==> src/hw/alr_pkg.sv <==
// shared constants, register map and types for the amplitude and role resolver
package alr_pkg;

   // ************************************************************
   // register map (byte addresses on the 32-bit bus)
   // ************************************************************
   localparam int unsigned ADDR_W      = 5;
   localparam logic [4:0]  REG_CTRL    = 5'h00;
   localparam logic [4:0]  REG_ADV     = 5'h04;
   localparam logic [4:0]  REG_PARTNER = 5'h08;
   localparam logic [4:0]  REG_STATUS  = 5'h0c;

   // control bits, write one to act, read as zero
   localparam int unsigned CTRL_RESTART  = 0;
   localparam int unsigned CTRL_SOFT_RST = 1;

   // status layout
   localparam int unsigned ST_DONE     = 0;
   localparam int unsigned ST_HI_AMP   = 1;
   localparam int unsigned ST_ROLE_LO  = 2;
   localparam int unsigned ST_LINK_EN  = 4;
   localparam int unsigned ST_STRAP_HI = 5;

   // role resolution codes
   localparam logic [1:0] ROLE_NONE   = 2'h0;
   localparam logic [1:0] ROLE_MASTER = 2'h1;
   localparam logic [1:0] ROLE_SLAVE  = 2'h2;
   localparam logic [1:0] ROLE_FAULT  = 2'h3;

   // bus responses
   localparam logic [1:0] RESP_OKAY   = 2'h0;
   localparam logic [1:0] RESP_SLVERR = 2'h2;

   // ************************************************************
   // timing and reset values
   // ************************************************************
   localparam logic [1:0]  STRAP_SETTLE = 2'h3;  // edges until the synced straps load the strap defaults
   localparam logic [15:0] LFSR_SEED    = 16'hace1;
   localparam logic [15:0] LFSR_TAPS    = 16'hb400;

   // one page worth of advertisement bits, local or partner
   typedef struct packed {
      logic role_forced;
      logic master_pref;
      logic hi_request;
      logic hi_ability;
   } alr_adv_t;

   localparam int unsigned ADV_W = 4;

   typedef enum logic [1:0] {
      AN_RUN,
      AN_DONE,
      AN_FAIL
   } alr_an_state_t;

endpackage : alr_pkg

==> src/hw/alr_lfsr.sv <==
// free running lfsr giving the random bit for role tie breaks
`timescale 1ns/1ps
module alr_lfsr #(
   parameter int unsigned W = 16
) (
   // clock and reset
   input  wire logic aclk,
   input  wire logic aresetn,
   // random bit, registered
   output logic      rnd_bit
);

   logic [W-1:0] lfsr_q;
   logic [W-1:0] lfsr_d;

   // galois step; seed is never zero so it cannot lock up
   always_comb begin
      lfsr_d = {1'b0, lfsr_q[W-1:1]};
      if (lfsr_q[0]) begin
         lfsr_d = lfsr_d ^ alr_pkg::LFSR_TAPS[W-1:0];
      end
   end

   always_ff @(posedge aclk) begin
      if (!aresetn) begin
         lfsr_q <= alr_pkg::LFSR_SEED[W-1:0];
      end else begin
         lfsr_q <= lfsr_d;
      end
   end

   assign rnd_bit = lfsr_q[0];

endmodule : alr_lfsr

==> src/hw/alr_resolver.sv <==
// transmit amplitude and master/slave resolution with axi4-lite registers
// Notes on behaviour
// - high level request needs the strap
// - capture partner level bits, valid when done
// - low amplitude if ability missing or no request
// - high amplitude: both able, one requests
// - resolve amplitude only when strapped high
// - software writes level bits only when strapped
// - local ability cleared forces low amplitude
// - master preference loads from strap, software overrides
// - forced bit makes preference a mandatory role
// - same forced roles give fault, negotiation fails
// - capture partner role bits, valid when done
// - equal preferences resolved by random choice
// - single forced side gets its role
// - differing roles kept as advertised
// - role result field: master, slave, fault
// - floating role strap means slave preference
// - restart on link drop or software
// - failed negotiation keeps link down
//
// Chosen here: the AXI4-Lite slave port and the register offsets.
`timescale 1ns/1ps
module alr_resolver (
   // clock and reset
   input  wire logic                        aclk,
   input  wire logic                        aresetn,
   // strap pins, asynchronous
   input  wire logic                        high_amplitude_strap,
   input  wire logic                        role_pref_strap,
   // page exchange engine and pcs, same clock
   input  wire logic                        pg_partner_valid,
   input  wire alr_pkg::alr_adv_t           pg_partner_adv,
   input  wire logic                        pg_exchange_done,
   input  wire logic                        link_up,
   output alr_pkg::alr_adv_t                local_adv_q,
   output logic                             negotiation_restart_q,
   // resolved operating point
   output logic                             hi_amplitude_q,
   output logic                             role_master_q,
   output logic                             link_enable_q,
   // axi4-lite write
   input  wire logic [alr_pkg::ADDR_W-1:0]  s_awaddr,
   input  wire logic                        s_awvalid,
   output logic                             s_awready,
   input  wire logic [31:0]                 s_wdata,
   input  wire logic [3:0]                  s_wstrb,
   input  wire logic                        s_wvalid,
   output logic                             s_wready,
   output logic [1:0]                       s_bresp,
   output logic                             s_bvalid,
   input  wire logic                        s_bready,
   // axi4-lite read
   input  wire logic [alr_pkg::ADDR_W-1:0]  s_araddr,
   input  wire logic                        s_arvalid,
   output logic                             s_arready,
   output logic [31:0]                      s_rdata,
   output logic [1:0]                       s_rresp,
   output logic                             s_rvalid,
   input  wire logic                        s_rready
);

   // ************************************************************
   // functions
   // ************************************************************
   function automatic logic amp_resolve(input logic strap_hi, input alr_pkg::alr_adv_t l,
                                        input alr_pkg::alr_adv_t p);
      amp_resolve = strap_hi & l.hi_ability & p.hi_ability & (l.hi_request | p.hi_request);
   endfunction : amp_resolve

   function automatic logic [1:0] role_resolve(input alr_pkg::alr_adv_t l,
                                               input alr_pkg::alr_adv_t p, input logic rnd);
      logic master;
      master = l.master_pref;
      // forced bits turn preferences into roles
      if (l.role_forced && p.role_forced && (l.master_pref == p.master_pref)) begin
         return alr_pkg::ROLE_FAULT;
      end
      // lone forced side keeps its role
      if (!l.role_forced && p.role_forced) begin
         master = ~p.master_pref;
      end else if (!l.role_forced && (l.master_pref == p.master_pref)) begin
         master = rnd;
      end
      role_resolve = master ? alr_pkg::ROLE_MASTER : alr_pkg::ROLE_SLAVE;
   endfunction : role_resolve

   // ************************************************************
   // strap synchronisers
   // ************************************************************
   logic [1:0] amp_sync_q;
   logic [1:0] role_sync_q;
   logic       strap_hi;
   logic       strap_master;

   // two stages; only the second stage feeds logic
   always_ff @(posedge aclk) begin
      if (!aresetn) begin
         amp_sync_q  <= 2'h0;
         role_sync_q <= 2'h0;
      end else begin
         amp_sync_q  <= {amp_sync_q[0], high_amplitude_strap};
         role_sync_q <= {role_sync_q[0], role_pref_strap};
      end
   end

   assign strap_hi     = amp_sync_q[1];
   assign strap_master = role_sync_q[1];

   logic rnd_bit;

   alr_lfsr #(.W(16)) u_lfsr (
      .aclk    (aclk),
      .aresetn (aresetn),
      .rnd_bit (rnd_bit)
   );

   // ************************************************************
   // axi4-lite slave
   // ************************************************************
   logic [alr_pkg::ADDR_W-1:0] awaddr_q, awaddr_d;
   logic                       aw_have_q, aw_have_d;
   logic [7:0]                 wbyte_q, wbyte_d;
   logic                       wlane_q, wlane_d;
   logic                       w_have_q, w_have_d;
   logic                       bvalid_d;
   logic [1:0]                 bresp_d;
   logic                       rvalid_d;
   logic [1:0]                 rresp_d;
   logic [31:0]                rdata_d;
   logic                       wr_fire;
   logic [31:0]                status_word;
   alr_pkg::alr_adv_t          partner_q, partner_d;

   // address and data may come in either order; one write at a time
   always_comb begin
      aw_have_d = aw_have_q;
      awaddr_d  = awaddr_q;
      w_have_d  = w_have_q;
      wbyte_d   = wbyte_q;
      wlane_d   = wlane_q;
      bvalid_d  = s_bvalid;
      bresp_d   = s_bresp;
      wr_fire   = 1'b0;
      if (s_awvalid && s_awready) begin
         aw_have_d = 1'b1;
         awaddr_d  = s_awaddr;
      end
      if (s_wvalid && s_wready) begin
         w_have_d = 1'b1;
         wbyte_d  = s_wdata[7:0];
         wlane_d  = s_wstrb[0];
      end
      if (s_bvalid && s_bready) begin
         bvalid_d = 1'b0;
      end
      if (aw_have_q && w_have_q && !s_bvalid) begin
         wr_fire   = 1'b1;
         aw_have_d = 1'b0;
         w_have_d  = 1'b0;
         bvalid_d  = 1'b1;
         bresp_d   = (awaddr_q == alr_pkg::REG_CTRL || awaddr_q == alr_pkg::REG_ADV)
                     ? alr_pkg::RESP_OKAY : alr_pkg::RESP_SLVERR;
      end
   end

   // read answers one cycle after the address is taken
   always_comb begin
      rvalid_d = s_rvalid;
      rresp_d  = s_rresp;
      rdata_d  = s_rdata;
      if (s_rvalid && s_rready) begin
         rvalid_d = 1'b0;
      end
      if (s_arvalid && s_arready) begin
         rvalid_d = 1'b1;
         rresp_d  = alr_pkg::RESP_OKAY;
         unique case (s_araddr)
            alr_pkg::REG_CTRL:    rdata_d = 32'h0;
            alr_pkg::REG_ADV:     rdata_d = {28'h0, local_adv_q};
            alr_pkg::REG_PARTNER: rdata_d = {28'h0, partner_q};
            alr_pkg::REG_STATUS:  rdata_d = status_word;
            default: begin
               rdata_d = 32'h0;
               rresp_d = alr_pkg::RESP_SLVERR;
            end
         endcase
      end
   end

   // ready flags registered from the next holding state, so every output is a flop
   always_ff @(posedge aclk) begin
      if (!aresetn) begin
         aw_have_q <= 1'b0;
         s_awready <= 1'b1;
         s_wready  <= 1'b1;
         s_arready <= 1'b1;
         awaddr_q  <= '0;
         w_have_q  <= 1'b0;
         wbyte_q   <= 8'h0;
         wlane_q   <= 1'b0;
         s_bvalid  <= 1'b0;
         s_bresp   <= alr_pkg::RESP_OKAY;
         s_rvalid  <= 1'b0;
         s_rresp   <= alr_pkg::RESP_OKAY;
         s_rdata   <= 32'h0;
      end else begin
         aw_have_q <= aw_have_d;
         s_awready <= !aw_have_d;
         s_wready  <= !w_have_d;
         s_arready <= !rvalid_d;
         awaddr_q  <= awaddr_d;
         w_have_q  <= w_have_d;
         wbyte_q   <= wbyte_d;
         wlane_q   <= wlane_d;
         s_bvalid  <= bvalid_d;
         s_bresp   <= bresp_d;
         s_rvalid  <= rvalid_d;
         s_rresp   <= rresp_d;
         s_rdata   <= rdata_d;
      end
   end

   // ************************************************************
   // negotiation control and resolution
   // ************************************************************
   alr_pkg::alr_an_state_t state_q, state_d;
   alr_pkg::alr_adv_t      local_d;
   logic [1:0]             settle_q, settle_d;
   logic [1:0]             role_q, role_d;
   logic                   done_q, done_d;
   logic                   hi_amp_d, link_en_d, restart_d, link_prev_q;
   logic                   sw_restart, sw_reset, link_drop, resolve_ev, restart_ev;

   assign sw_restart = wr_fire && wlane_q && awaddr_q == alr_pkg::REG_CTRL
                       && wbyte_q[alr_pkg::CTRL_RESTART];
   assign sw_reset   = wr_fire && wlane_q && awaddr_q == alr_pkg::REG_CTRL
                       && wbyte_q[alr_pkg::CTRL_SOFT_RST];
   assign link_drop  = link_prev_q && !link_up;
   assign resolve_ev = state_q == alr_pkg::AN_RUN && pg_exchange_done && settle_q == 2'h0;
   assign restart_ev = sw_restart || sw_reset || (state_q == alr_pkg::AN_DONE && link_drop);

   always_comb begin
      state_d   = state_q;
      local_d   = local_adv_q;
      partner_d = partner_q;
      settle_d  = (settle_q != 2'h0) ? settle_q - 2'h1 : settle_q;
      role_d    = role_q;
      done_d    = done_q;
      hi_amp_d  = hi_amplitude_q;
      link_en_d = link_enable_q;
      restart_d = 1'b0;
      if (wr_fire && wlane_q && awaddr_q == alr_pkg::REG_ADV) begin
         local_d = alr_pkg::alr_adv_t'(wbyte_q[alr_pkg::ADV_W-1:0]);
      end
      // strap low, as the pull-down leaves it, means slave
      if (settle_q == 2'h1) begin
         local_d.master_pref = strap_master;
         local_d.role_forced = 1'b0;
         local_d.hi_ability  = strap_hi;
         local_d.hi_request  = 1'b0;
      end
      // level bits cannot be set without the strap
      if (!strap_hi) begin
         local_d.hi_ability = 1'b0;
         local_d.hi_request = 1'b0;
      end
      // partner bits taken while pages arrive
      if (state_q == alr_pkg::AN_RUN && pg_partner_valid) begin
         partner_d = pg_partner_adv;
      end
      // both results computed in the done cycle, then held
      if (resolve_ev) begin
         done_d   = 1'b1;
         hi_amp_d = amp_resolve(strap_hi, local_adv_q, partner_d);
         role_d   = role_resolve(local_adv_q, partner_d, rnd_bit);
         // equal forced roles fail the negotiation
         if (role_d == alr_pkg::ROLE_FAULT) begin
            state_d   = alr_pkg::AN_FAIL;
            link_en_d = 1'b0;
         end else begin
            state_d   = alr_pkg::AN_DONE;
            link_en_d = 1'b1;
         end
      end
      // a new negotiation clears done and link enable; amplitude and role are kept
      if (restart_ev) begin
         state_d   = alr_pkg::AN_RUN;
         done_d    = 1'b0;
         link_en_d = 1'b0;
         restart_d = 1'b1;
      end
      // software reset reloads strap defaults like a power-up
      if (sw_reset) begin
         settle_d = alr_pkg::STRAP_SETTLE;
      end
   end

   always_ff @(posedge aclk) begin
      if (!aresetn) begin
         state_q        <= alr_pkg::AN_RUN;
         local_adv_q    <= '0;
         partner_q      <= '0;
         settle_q       <= alr_pkg::STRAP_SETTLE;
         role_q         <= alr_pkg::ROLE_NONE;
         done_q         <= 1'b0;
         hi_amplitude_q <= 1'b0;
         role_master_q  <= 1'b0;
         link_enable_q  <= 1'b0;
         negotiation_restart_q   <= 1'b0;
         link_prev_q    <= 1'b0;
      end else begin
         state_q        <= state_d;
         local_adv_q    <= local_d;
         partner_q      <= partner_d;
         settle_q       <= settle_d;
         role_q         <= role_d;
         done_q         <= done_d;
         hi_amplitude_q <= hi_amp_d;
         role_master_q  <= role_d == alr_pkg::ROLE_MASTER;
         link_enable_q  <= link_en_d;
         negotiation_restart_q   <= restart_d;
         link_prev_q    <= link_up;
      end
   end

   // role field and done flag for software
   always_comb begin
      status_word                         = 32'h0;
      status_word[alr_pkg::ST_DONE]       = done_q;
      status_word[alr_pkg::ST_HI_AMP]     = hi_amplitude_q;
      status_word[alr_pkg::ST_ROLE_LO+:2] = role_q;
      status_word[alr_pkg::ST_LINK_EN]    = link_enable_q;
      status_word[alr_pkg::ST_STRAP_HI]   = strap_hi;
   end

   // ************************************************************
   // checks
   // ************************************************************
   chk_amp_no_strap: assert property (@(posedge aclk) disable iff (!aresetn)
      resolve_ev && !strap_hi |=> !hi_amplitude_q) else $error("high amplitude without strap");
   chk_amp_no_abil: assert property (@(posedge aclk) disable iff (!aresetn)
      resolve_ev && !local_adv_q.hi_ability |=> !hi_amplitude_q ##1 !hi_amplitude_q)
      else $error("high amplitude with local ability clear");
   chk_amp_no_req: assert property (@(posedge aclk) disable iff (!aresetn)
      resolve_ev && !local_adv_q.hi_request && !partner_d.hi_request |=> !hi_amplitude_q)
      else $error("high amplitude without any request");
   chk_amp_high: assert property (@(posedge aclk) disable iff (!aresetn)
      resolve_ev && strap_hi && local_adv_q.hi_ability && partner_d.hi_ability
      && (local_adv_q.hi_request || partner_d.hi_request) |=> hi_amplitude_q)
      else $error("high amplitude not selected");
   chk_fault_same_force: assert property (@(posedge aclk) disable iff (!aresetn)
      resolve_ev && local_adv_q.role_forced && partner_d.role_forced
      && local_adv_q.master_pref == partner_d.master_pref
      |=> state_q == alr_pkg::AN_FAIL && role_q == alr_pkg::ROLE_FAULT)
      else $error("forced role clash not reported");
   chk_forced_wins: assert property (@(posedge aclk) disable iff (!aresetn)
      resolve_ev && local_adv_q.role_forced && !partner_d.role_forced
      |=> role_master_q == $past(local_adv_q.master_pref))
      else $error("local forced role not kept");
   chk_fail_link_down: assert property (@(posedge aclk) disable iff (!aresetn)
      state_q == alr_pkg::AN_FAIL |-> !link_enable_q) else $error("link up after failure");
   chk_restart_clears: assert property (@(posedge aclk) disable iff (!aresetn)
      restart_ev |=> !done_q && negotiation_restart_q) else $error("restart left done set");
   chk_hold_results: assert property (@(posedge aclk) disable iff (!aresetn)
      done_q && !restart_ev |=> $stable(hi_amplitude_q) && $stable(role_q))
      else $error("results changed while done");
   chk_adv_gated: assert property (@(posedge aclk) disable iff (!aresetn)
      !strap_hi |=> !local_adv_q.hi_request && !local_adv_q.hi_ability)
      else $error("level bits set without strap");

endmodule : alr_resolver

==> config.mk <==
export PLATFORM = sky130hd
export DESIGN_NAME = alr_resolver
export DESIGN_NICKNAME = d
export VERILOG_FILES = /design/src/hw/alr_pkg.sv /design/src/hw/alr_lfsr.sv /design/src/hw/alr_resolver.sv
export SDC_FILE = /design/constraint.sdc
export NUM_CORES = 1
export LEC_CHECK = 0
export ABC_AREA = 1
export BUFFER_PORTS_ARGS = -buffer_cell sky130_fd_sc_hd__buf_2
export CAP_MARGIN = 25
export CELL_PAD_IN_SITES_DETAIL_PLACEMENT = 0
export CELL_PAD_IN_SITES_GLOBAL_PLACEMENT = 1
export CORE_MARGIN = 2
export CORE_UTILIZATION = 33
export DETAILED_ROUTE_END_ITERATION = 6
export PLACE_DENSITY_LB_ADDON = 0.1
export SLEW_MARGIN = 20
export SYNTH_ARGS = -nofsm -noshare
export SYNTH_HDL_FRONTEND = slang
export SYNTH_SLANG_ARGS = --single-unit
==> constraint.sdc <==
create_clock -name aclk -period 1.65 [get_ports aclk]
set_input_delay 0.2475 -clock aclk [delete_from_list [all_inputs] [get_ports aclk]]
set_output_delay 0.2475 -clock aclk [all_outputs]
set_load 0.05 [all_outputs]
# Word level (Yosys, flattened, before mapping)
# Index checks and enable logic that the tools add are counted.
op_classes:
  eq_ne: 9
  add_sub_neg: 1
  muxes: 30
  bitwise_logic: 8
  reduce_logical: 43
ops:
  columns: ["op", "n"]
  rows:
  - ["logical AND 1 bit", 21]
  - ["one-hot mux 6 bit (3 select lines)", 1]
  - ["2-to-1 mux 1 bit", 17]
  - ["2-to-1 mux 16 bit", 1]
  - ["2-to-1 mux 2 bit", 8]
  - ["equality test 5 x 3 -> 1 bit (second input constant)", 2]
  - ["equality test 5 x 4 -> 1 bit (second input constant)", 2]
  - ["zero test 5 bit", 2]
  - ["equality test 2 x 1 -> 1 bit (second input constant)", 3]
  - ["zero test 1 bit", 6]
  - ["2-to-1 mux 3 bit", 2]
  - ["nonzero test 2 bit", 3]
  - ["OR reduction 2 bit", 3]
  - ["zero test 2 bit", 2]
  - ["2-to-1 mux 4 bit", 1]
  - ["inverter 3 -> 4 bit", 1]
  - ["OR reduction 4 bit", 1]
  - ["bitwise AND 1 bit", 3]
  - ["logical OR 1 bit", 3]
  - ["inverter 1 bit", 3]
  - ["OR reduction 3 bit", 1]
  - ["equality test 2 bit (second input constant)", 1]
  - ["AND reduction 2 bit", 1]
  - ["subtractor 2 x 1 -> 2 bit (second input constant)", 1]
  - ["other kinds (2)", 2]
word_totals:
  ff_bits: 93
  wordCells: 124

# Logic depth before layout (Yosys ltp)
logic_depth:
  word_depth: 14
  ltp_mapped: 11
  mapped_depth_nobuf: 11

# Hierarchy
# A second synthesis with hierarchy kept.
hier_totals:
  hier_cells: 349
  hier_area_um2: 2663.8
by_module_without_submodules:
  columns: ["module", "instances", "cells_each", "area_each_um2"]
  rows:
  - ["alr_resolver", 1, 293, 2152.1]
  - ["alr_lfsr", 1, 56, 511.7]

# Worst setup path before layout
# No wires, ideal clock.
synth_path:
  path_kind: "reg2reg"
  from: "register state_q[0]"
  to: "register role_master_q"
  setup_slack_ps: 37
  setup_time_ps: 112
  stages_incl_launch_ff: 12
  required_ps: 1538
  n_path_buf: 0
  arrival_ps: 1501
  period_less_slack_ps: 1613
  path_cell_list: "dfxtp_1 -> nor2_4 -> nand2_4 -> nand2_2 -> nand2_1 -> nor2_1 -> nor2_1 -> nand2_1 -> nand2_1 -> nand2_1 -> nand2_1 -> nor2_2"
synth_via:
  elab_chain_len: 14
synth_rtl:
  columns: ["item", "line_no", "source"]
  rows:
  - ["start, declared", "alr_resolver.sv:227", "alr_pkg::alr_an_state_t state_q, state_d;"]
  - ["start signal, assigned", "alr_resolver.sv:301", "state_q <= alr_pkg::AN_RUN;"]
  - ["start signal, assigned", "alr_resolver.sv:313", "state_q <= state_d;"]
  - ["zero test 2 bit *", "alr_resolver.sv:240, alr_resolver.sv:269", null]
  - ["logical AND 1 bit", "alr_resolver.sv:269", "if (state_q == alr_pkg::AN_RUN && pg_partner_valid) begin"]
  - ["2-to-1 mux 4 bit", "alr_resolver.sv:269", null]
  - ["equality test 1 bit", "alr_resolver.sv:76, alr_resolver.sv:82", null]
  - ["logical AND 1 bit", "alr_resolver.sv:82", "end else if (!l.role_forced && (l.master_pref == p.master_pref)) begin"]
  - ["2-to-1 mux 1 bit", "alr_resolver.sv:82", null]
  - ["2-to-1 mux 1 bit (2 in a row)", "alr_resolver.sv:80", "if (!l.role_forced && p.role_forced) begin"]
  - ["2-to-1 mux 1 bit", "alr_resolver.sv:273", "if (resolve_ev) begin"]
  - ["2-to-1 mux 2 bit", "alr_resolver.sv:85", "role_resolve = master ? alr_pkg::ROLE_MASTER : alr_pkg::ROLE_SLAVE;"]
  - ["2-to-1 mux 2 bit", "alr_resolver.sv:80", null]
  - ["2-to-1 mux 2 bit", "alr_resolver.sv:273", null]
  - ["2-to-1 mux 2 bit *", "alr_resolver.sv:273", null]
  - ["equality test 2 x 1 -> 1 bit *", "alr_resolver.sv:320", "role_master_q <= role_d == alr_pkg::ROLE_MASTER;"]
  - ["end signal, assigned", "alr_resolver.sv:320", null]
  - ["end, declared", "alr_resolver.sv:40", "output logic role_master_q,"]
# Mark *: on every way between the ends. The rest lies on a longest branch, timed or not. The select of a mux whose other input is x is not followed.
# A chain may end at the register's enable or synchronous reset.

# Worst setup path in the final report
# Same ends and word-level chain as after synthesis.

==> impl.org <==
** Logic synthesis
- Counting flops with an async set or reset pin after synthesis yields a share of 0.
- Yosys printed 0 warnings.
- Portion of synthesized cell area occupied by the leading cell type :: 0.488
- The share of the Yosys chip area taken by registers is 0.488.
- Total of flip-flops plus latches after synthesis :: 64
- Distinct cells, synth :: 27
- Predominant post-synthesis flop cell :: sky130_fd_sc_hd__dfxtp_1
- Counting flops with a built-in enable in the synthesized netlist gives 0.
- A synthesized cell averages 7.80 um^2.
- Summed over all instances, the cell type with the most area after synthesis is sky130_fd_sc_hd__dfxtp_1.
- Post-synthesis instance area :: 0.00263 mm^2
- Synthesis produced 337 cells.
- Yosys attributes the largest share of cell area to sky130_fd_sc_hd__dfxtp_1 49%, sky130_fd_sc_hd__nand2_1 8.9%, sky130_fd_sc_hd__buf_4 8.0%.

** Global routing
- The number of antenna violations at the first check in global routing was 0.
- The via count of the first global-routing pass came to 1889.
- Largest net degree at the start of global routing :: 33
- Wire length of the first global-routing pass :: 8770 um
- Overflow after GRT :: 0
- Total track usage :: 0.135

** Cells and area
- Filler cell count in the final layout :: 830
- Area added between synthesis and finish :: 18.6%
- Once layout is complete, the utilization of the core stands at 0.403.
- The final layout contains 461 nets.
- Final cell area excluding filler cells :: 0.00312 mm^2
- In the final layout, the share of cells above drive strength 1 is 0.224.
- FF/Latch Area :: 0.00128 mm^2
- Area of combinational cells with multiple inputs :: 0.00104 mm^2
- Excluding fillers, the count of instances in the completed layout stands at 504.
- 0 antenna diodes ended up in the layout.

** Critical path
- Max stage delay on crit path :: 0.34 ns
- The worst setup path is launched from a flop.
- Signal arrival time at the worst endpoint :: 1.73 ns
- Together, buffers and inverters on the worst path number 1.
- CP endpoint kind :: flop
- CP Max Fanout :: 6
- CP top delay family :: simple AND/OR/NAND/NOR gates
- Most Frequent Cell on Critical Path :: sky130_fd_sc_hd__nand3_1
- Among all stages on the critical path, the largest delay is contributed by sky130_fd_sc_hd__dfxtp_1.
- Ordered cell list for the critical path :: nor2_4 > nand3_1 > nand3_2 > nand2_2 > a21oi_4 > nand3_1 > nand2_1 > inv_1 > nor2_2
- At the worst endpoint, the required time is 1.93 ns.
- The setup path with the least slack is of type flop to flop.

** Pwr
- Power comes to 3.58 mW.
- The analysis attributes to cell leakage a power of 1.57 nW.
- Across the VDD grid, the largest voltage drop is 0.501 mV.
- Power spread over the standard cell area amounts to 1150 mW/mm^2.

** Clock tree
- Post-CTS timing repair inserted 0 buffers for setup.
- Clock latency on the worst-skew pair, taken at its later pin, is 0.34 ns.
- CTS built an H-tree with a depth of 3.
- Clock-pin slew was measured on the worst setup and hold paths at 0.07 ns.
- TritonCTS built the clock tree.
- For this design, the CTS-stage hold fixing added 0 buffers.
- The tree is rooted in a sky130_fd_sc_hd__clkbuf_8.
- CTS Buffer Depth :: 2
- Clock tree synthesis found a total of 64 sinks.
- The number of gates resized after CTS was 0.
- TritonCTS created 9 clock buffers.

** Timing
- RSZ-0062 raised after global routing :: false
- Setup violations, final :: 0
- Of the available clock period, the critical path in the final layout requires 0.879.
- Clk_skew :: 0.00695 ns
- Least setup slack across all paths after layout :: 0.199 ns
- For the final routed database, the setup TNS stands at 0 ns.
- The max-slew violation count is 0.
- Achievable frequency :: 689 MHz
- Final number of hold-violating endpoints :: 0
- Hold Worst Slack :: 0.0904 ns
- Final critical delay including setup and external delays :: 1.45 ns

** Detailed routing
- Number of iterations in the first detailed-routing pass :: 4
- In the routed design, unresolved DRC markers number 0.
- The final route contains 2099 vias.
- Once detail routing completed, the nets flagged for antenna violations numbered 0.
- DR vias/cell :: 4.16
- For this block, the routed nets add up to 5390 um of wire.
- Initial detailed-routing violation count :: 56
- Post-DR wirelength/cell :: 10.7 um

** Die
- Pin placement for this block handled 111 I/O pins.
- From bottom edge to top edge, the die measures 93.2 um.
- The initialized floorplan defines 32 standard-cell rows.
- From left edge to right edge, the die measures 93.2 um.
- Area of the core :: 0.00773 mm^2
- The initial utilization of the core area, before any placement, comes to 0.340.
- The floorplan step defined a die boundary enclosing 0.00869 mm^2.

** Status
- Status :: complete, no violations

** Placed design
- The placed instances occupy a cell area of 0.00293 mm^2.
- DP Cell Count :: 488
- Count of input and output buffers :: 51
- Worst slack at placement :: 0.205 ns
- Placer congestion estimate :: 0.796
- Sum of net half-perimeters after detailed placement :: 3980 um

** Worst hold path
- Hold Path Class :: primary input to flop

** Flow run
- Max-cap violations in this run came to 0.
[final cells by class]
type                    count  area share
clock inverters             6      0.0193
flip-flops and latches     64       0.411
clock buffers              10      0.0409
multi-input cells         220       0.334
repair buffers             56      0.0980
inverters                  46      0.0554
well taps                 102      0.0409
[cell usage after synthesis (3+ instances only)]
master and n:
sky130_fd_sc_hd__dfxtp_1 64, sky130_fd_sc_hd__nand2_1 62, sky130_fd_sc_hd__inv_1 46, sky130_fd_sc_hd__nor2_1 39, sky130_fd_sc_hd__buf_4 28, sky130_fd_sc_hd__nand3_1 21, sky130_fd_sc_hd__o21ai_0 20, sky130_fd_sc_hd__a21oi_1 17
sky130_fd_sc_hd__clkbuf_1 6, sky130_fd_sc_hd__or2_2 6, sky130_fd_sc_hd__a31oi_1 4, sky130_fd_sc_hd__nand2_2 3, sky130_fd_sc_hd__nand3_2 3
[worst min-delay path, stage by stage]
cell and delay, ns:
sky130_fd_sc_hd__buf_2 0.07, sky130_fd_sc_hd__nand2_1 0.04, sky130_fd_sc_hd__inv_1 0.04
[final timing paths]
kind	from	endpoint	slack (ns)	depth (start not counted)
max reg2reg	state_q[0]	role_master_q	0.20	9
min	role_pref_strap	role_sync_q[0]	0.09	3
max	state_q[0]	role_master_q	0.20	9
min reg2reg	u_lfsr.lfsr_q[2]	u_lfsr.lfsr_q[1]	0.40	2
[cell families (layout without fill, tap and decap cells)]
logic type	count (synthesis)	count (layout)	synth area share
and+or+nand+nor	144	144	0.248
other	1	28	0.00143
adders and majority gates	2	2	0.00952
AOI/OAI and AO/OA	43	43	0.0890
muxes	1	1	0.00381
xor gates and xnor gates	2	2	0.00667
DFF	64	64	0.488
buffers and inverters	80	118	0.154
[power breakdown]
part,total (mW),switching [mW],internal (mW),leakage (nW)
clock,1.27,0.583,0.689,0.0920
combinational,0.597,0.439,0.158,0.955
sequential,1.71,0.0536,1.65,0.528
total,3.58,1.08,2.50,1.57
[per-layer routing]
layer / GRT usage / up-vias / part of all wire
met5: 0 / - / 0
li1: - / 1116 / -
met4: 0.0674 / 0 / 0.016
met1: 0.171 / 898 / 0.49
met3: 0.0475 / 8 / 0.073
met2: 0.201 / 77 / 0.42
[layout by cell type, fill, tap and decap left out, drive strengths merged]
master and count:
nor2 42, inv 46, clkinv 3, a31oi 4
bufinv 1, nand3 24, clkbuf 10, a21oi 18
xnor2 1, mux2i 1, o211ai 1, nand2 66
xor2 1, nor4 2, o21ai 20, nor3 3
nand3b 1, or2 6, conb 28, clkinvlp 2
buf 56, dfxtp 64, ha 2
[state kept, by name (all words and copies together), names as in the netlist, 2 cells and up]
name,count
partner_q,4
awaddr_q,5
role_q,2
s_rdata,6
u_lfsr.lfsr_q,16
wbyte_q,4
amp_sync_q,2
state_q,2
local_adv_q,4
settle_q,2
role_sync_q,2
Power figures use the tool's default switching activity.
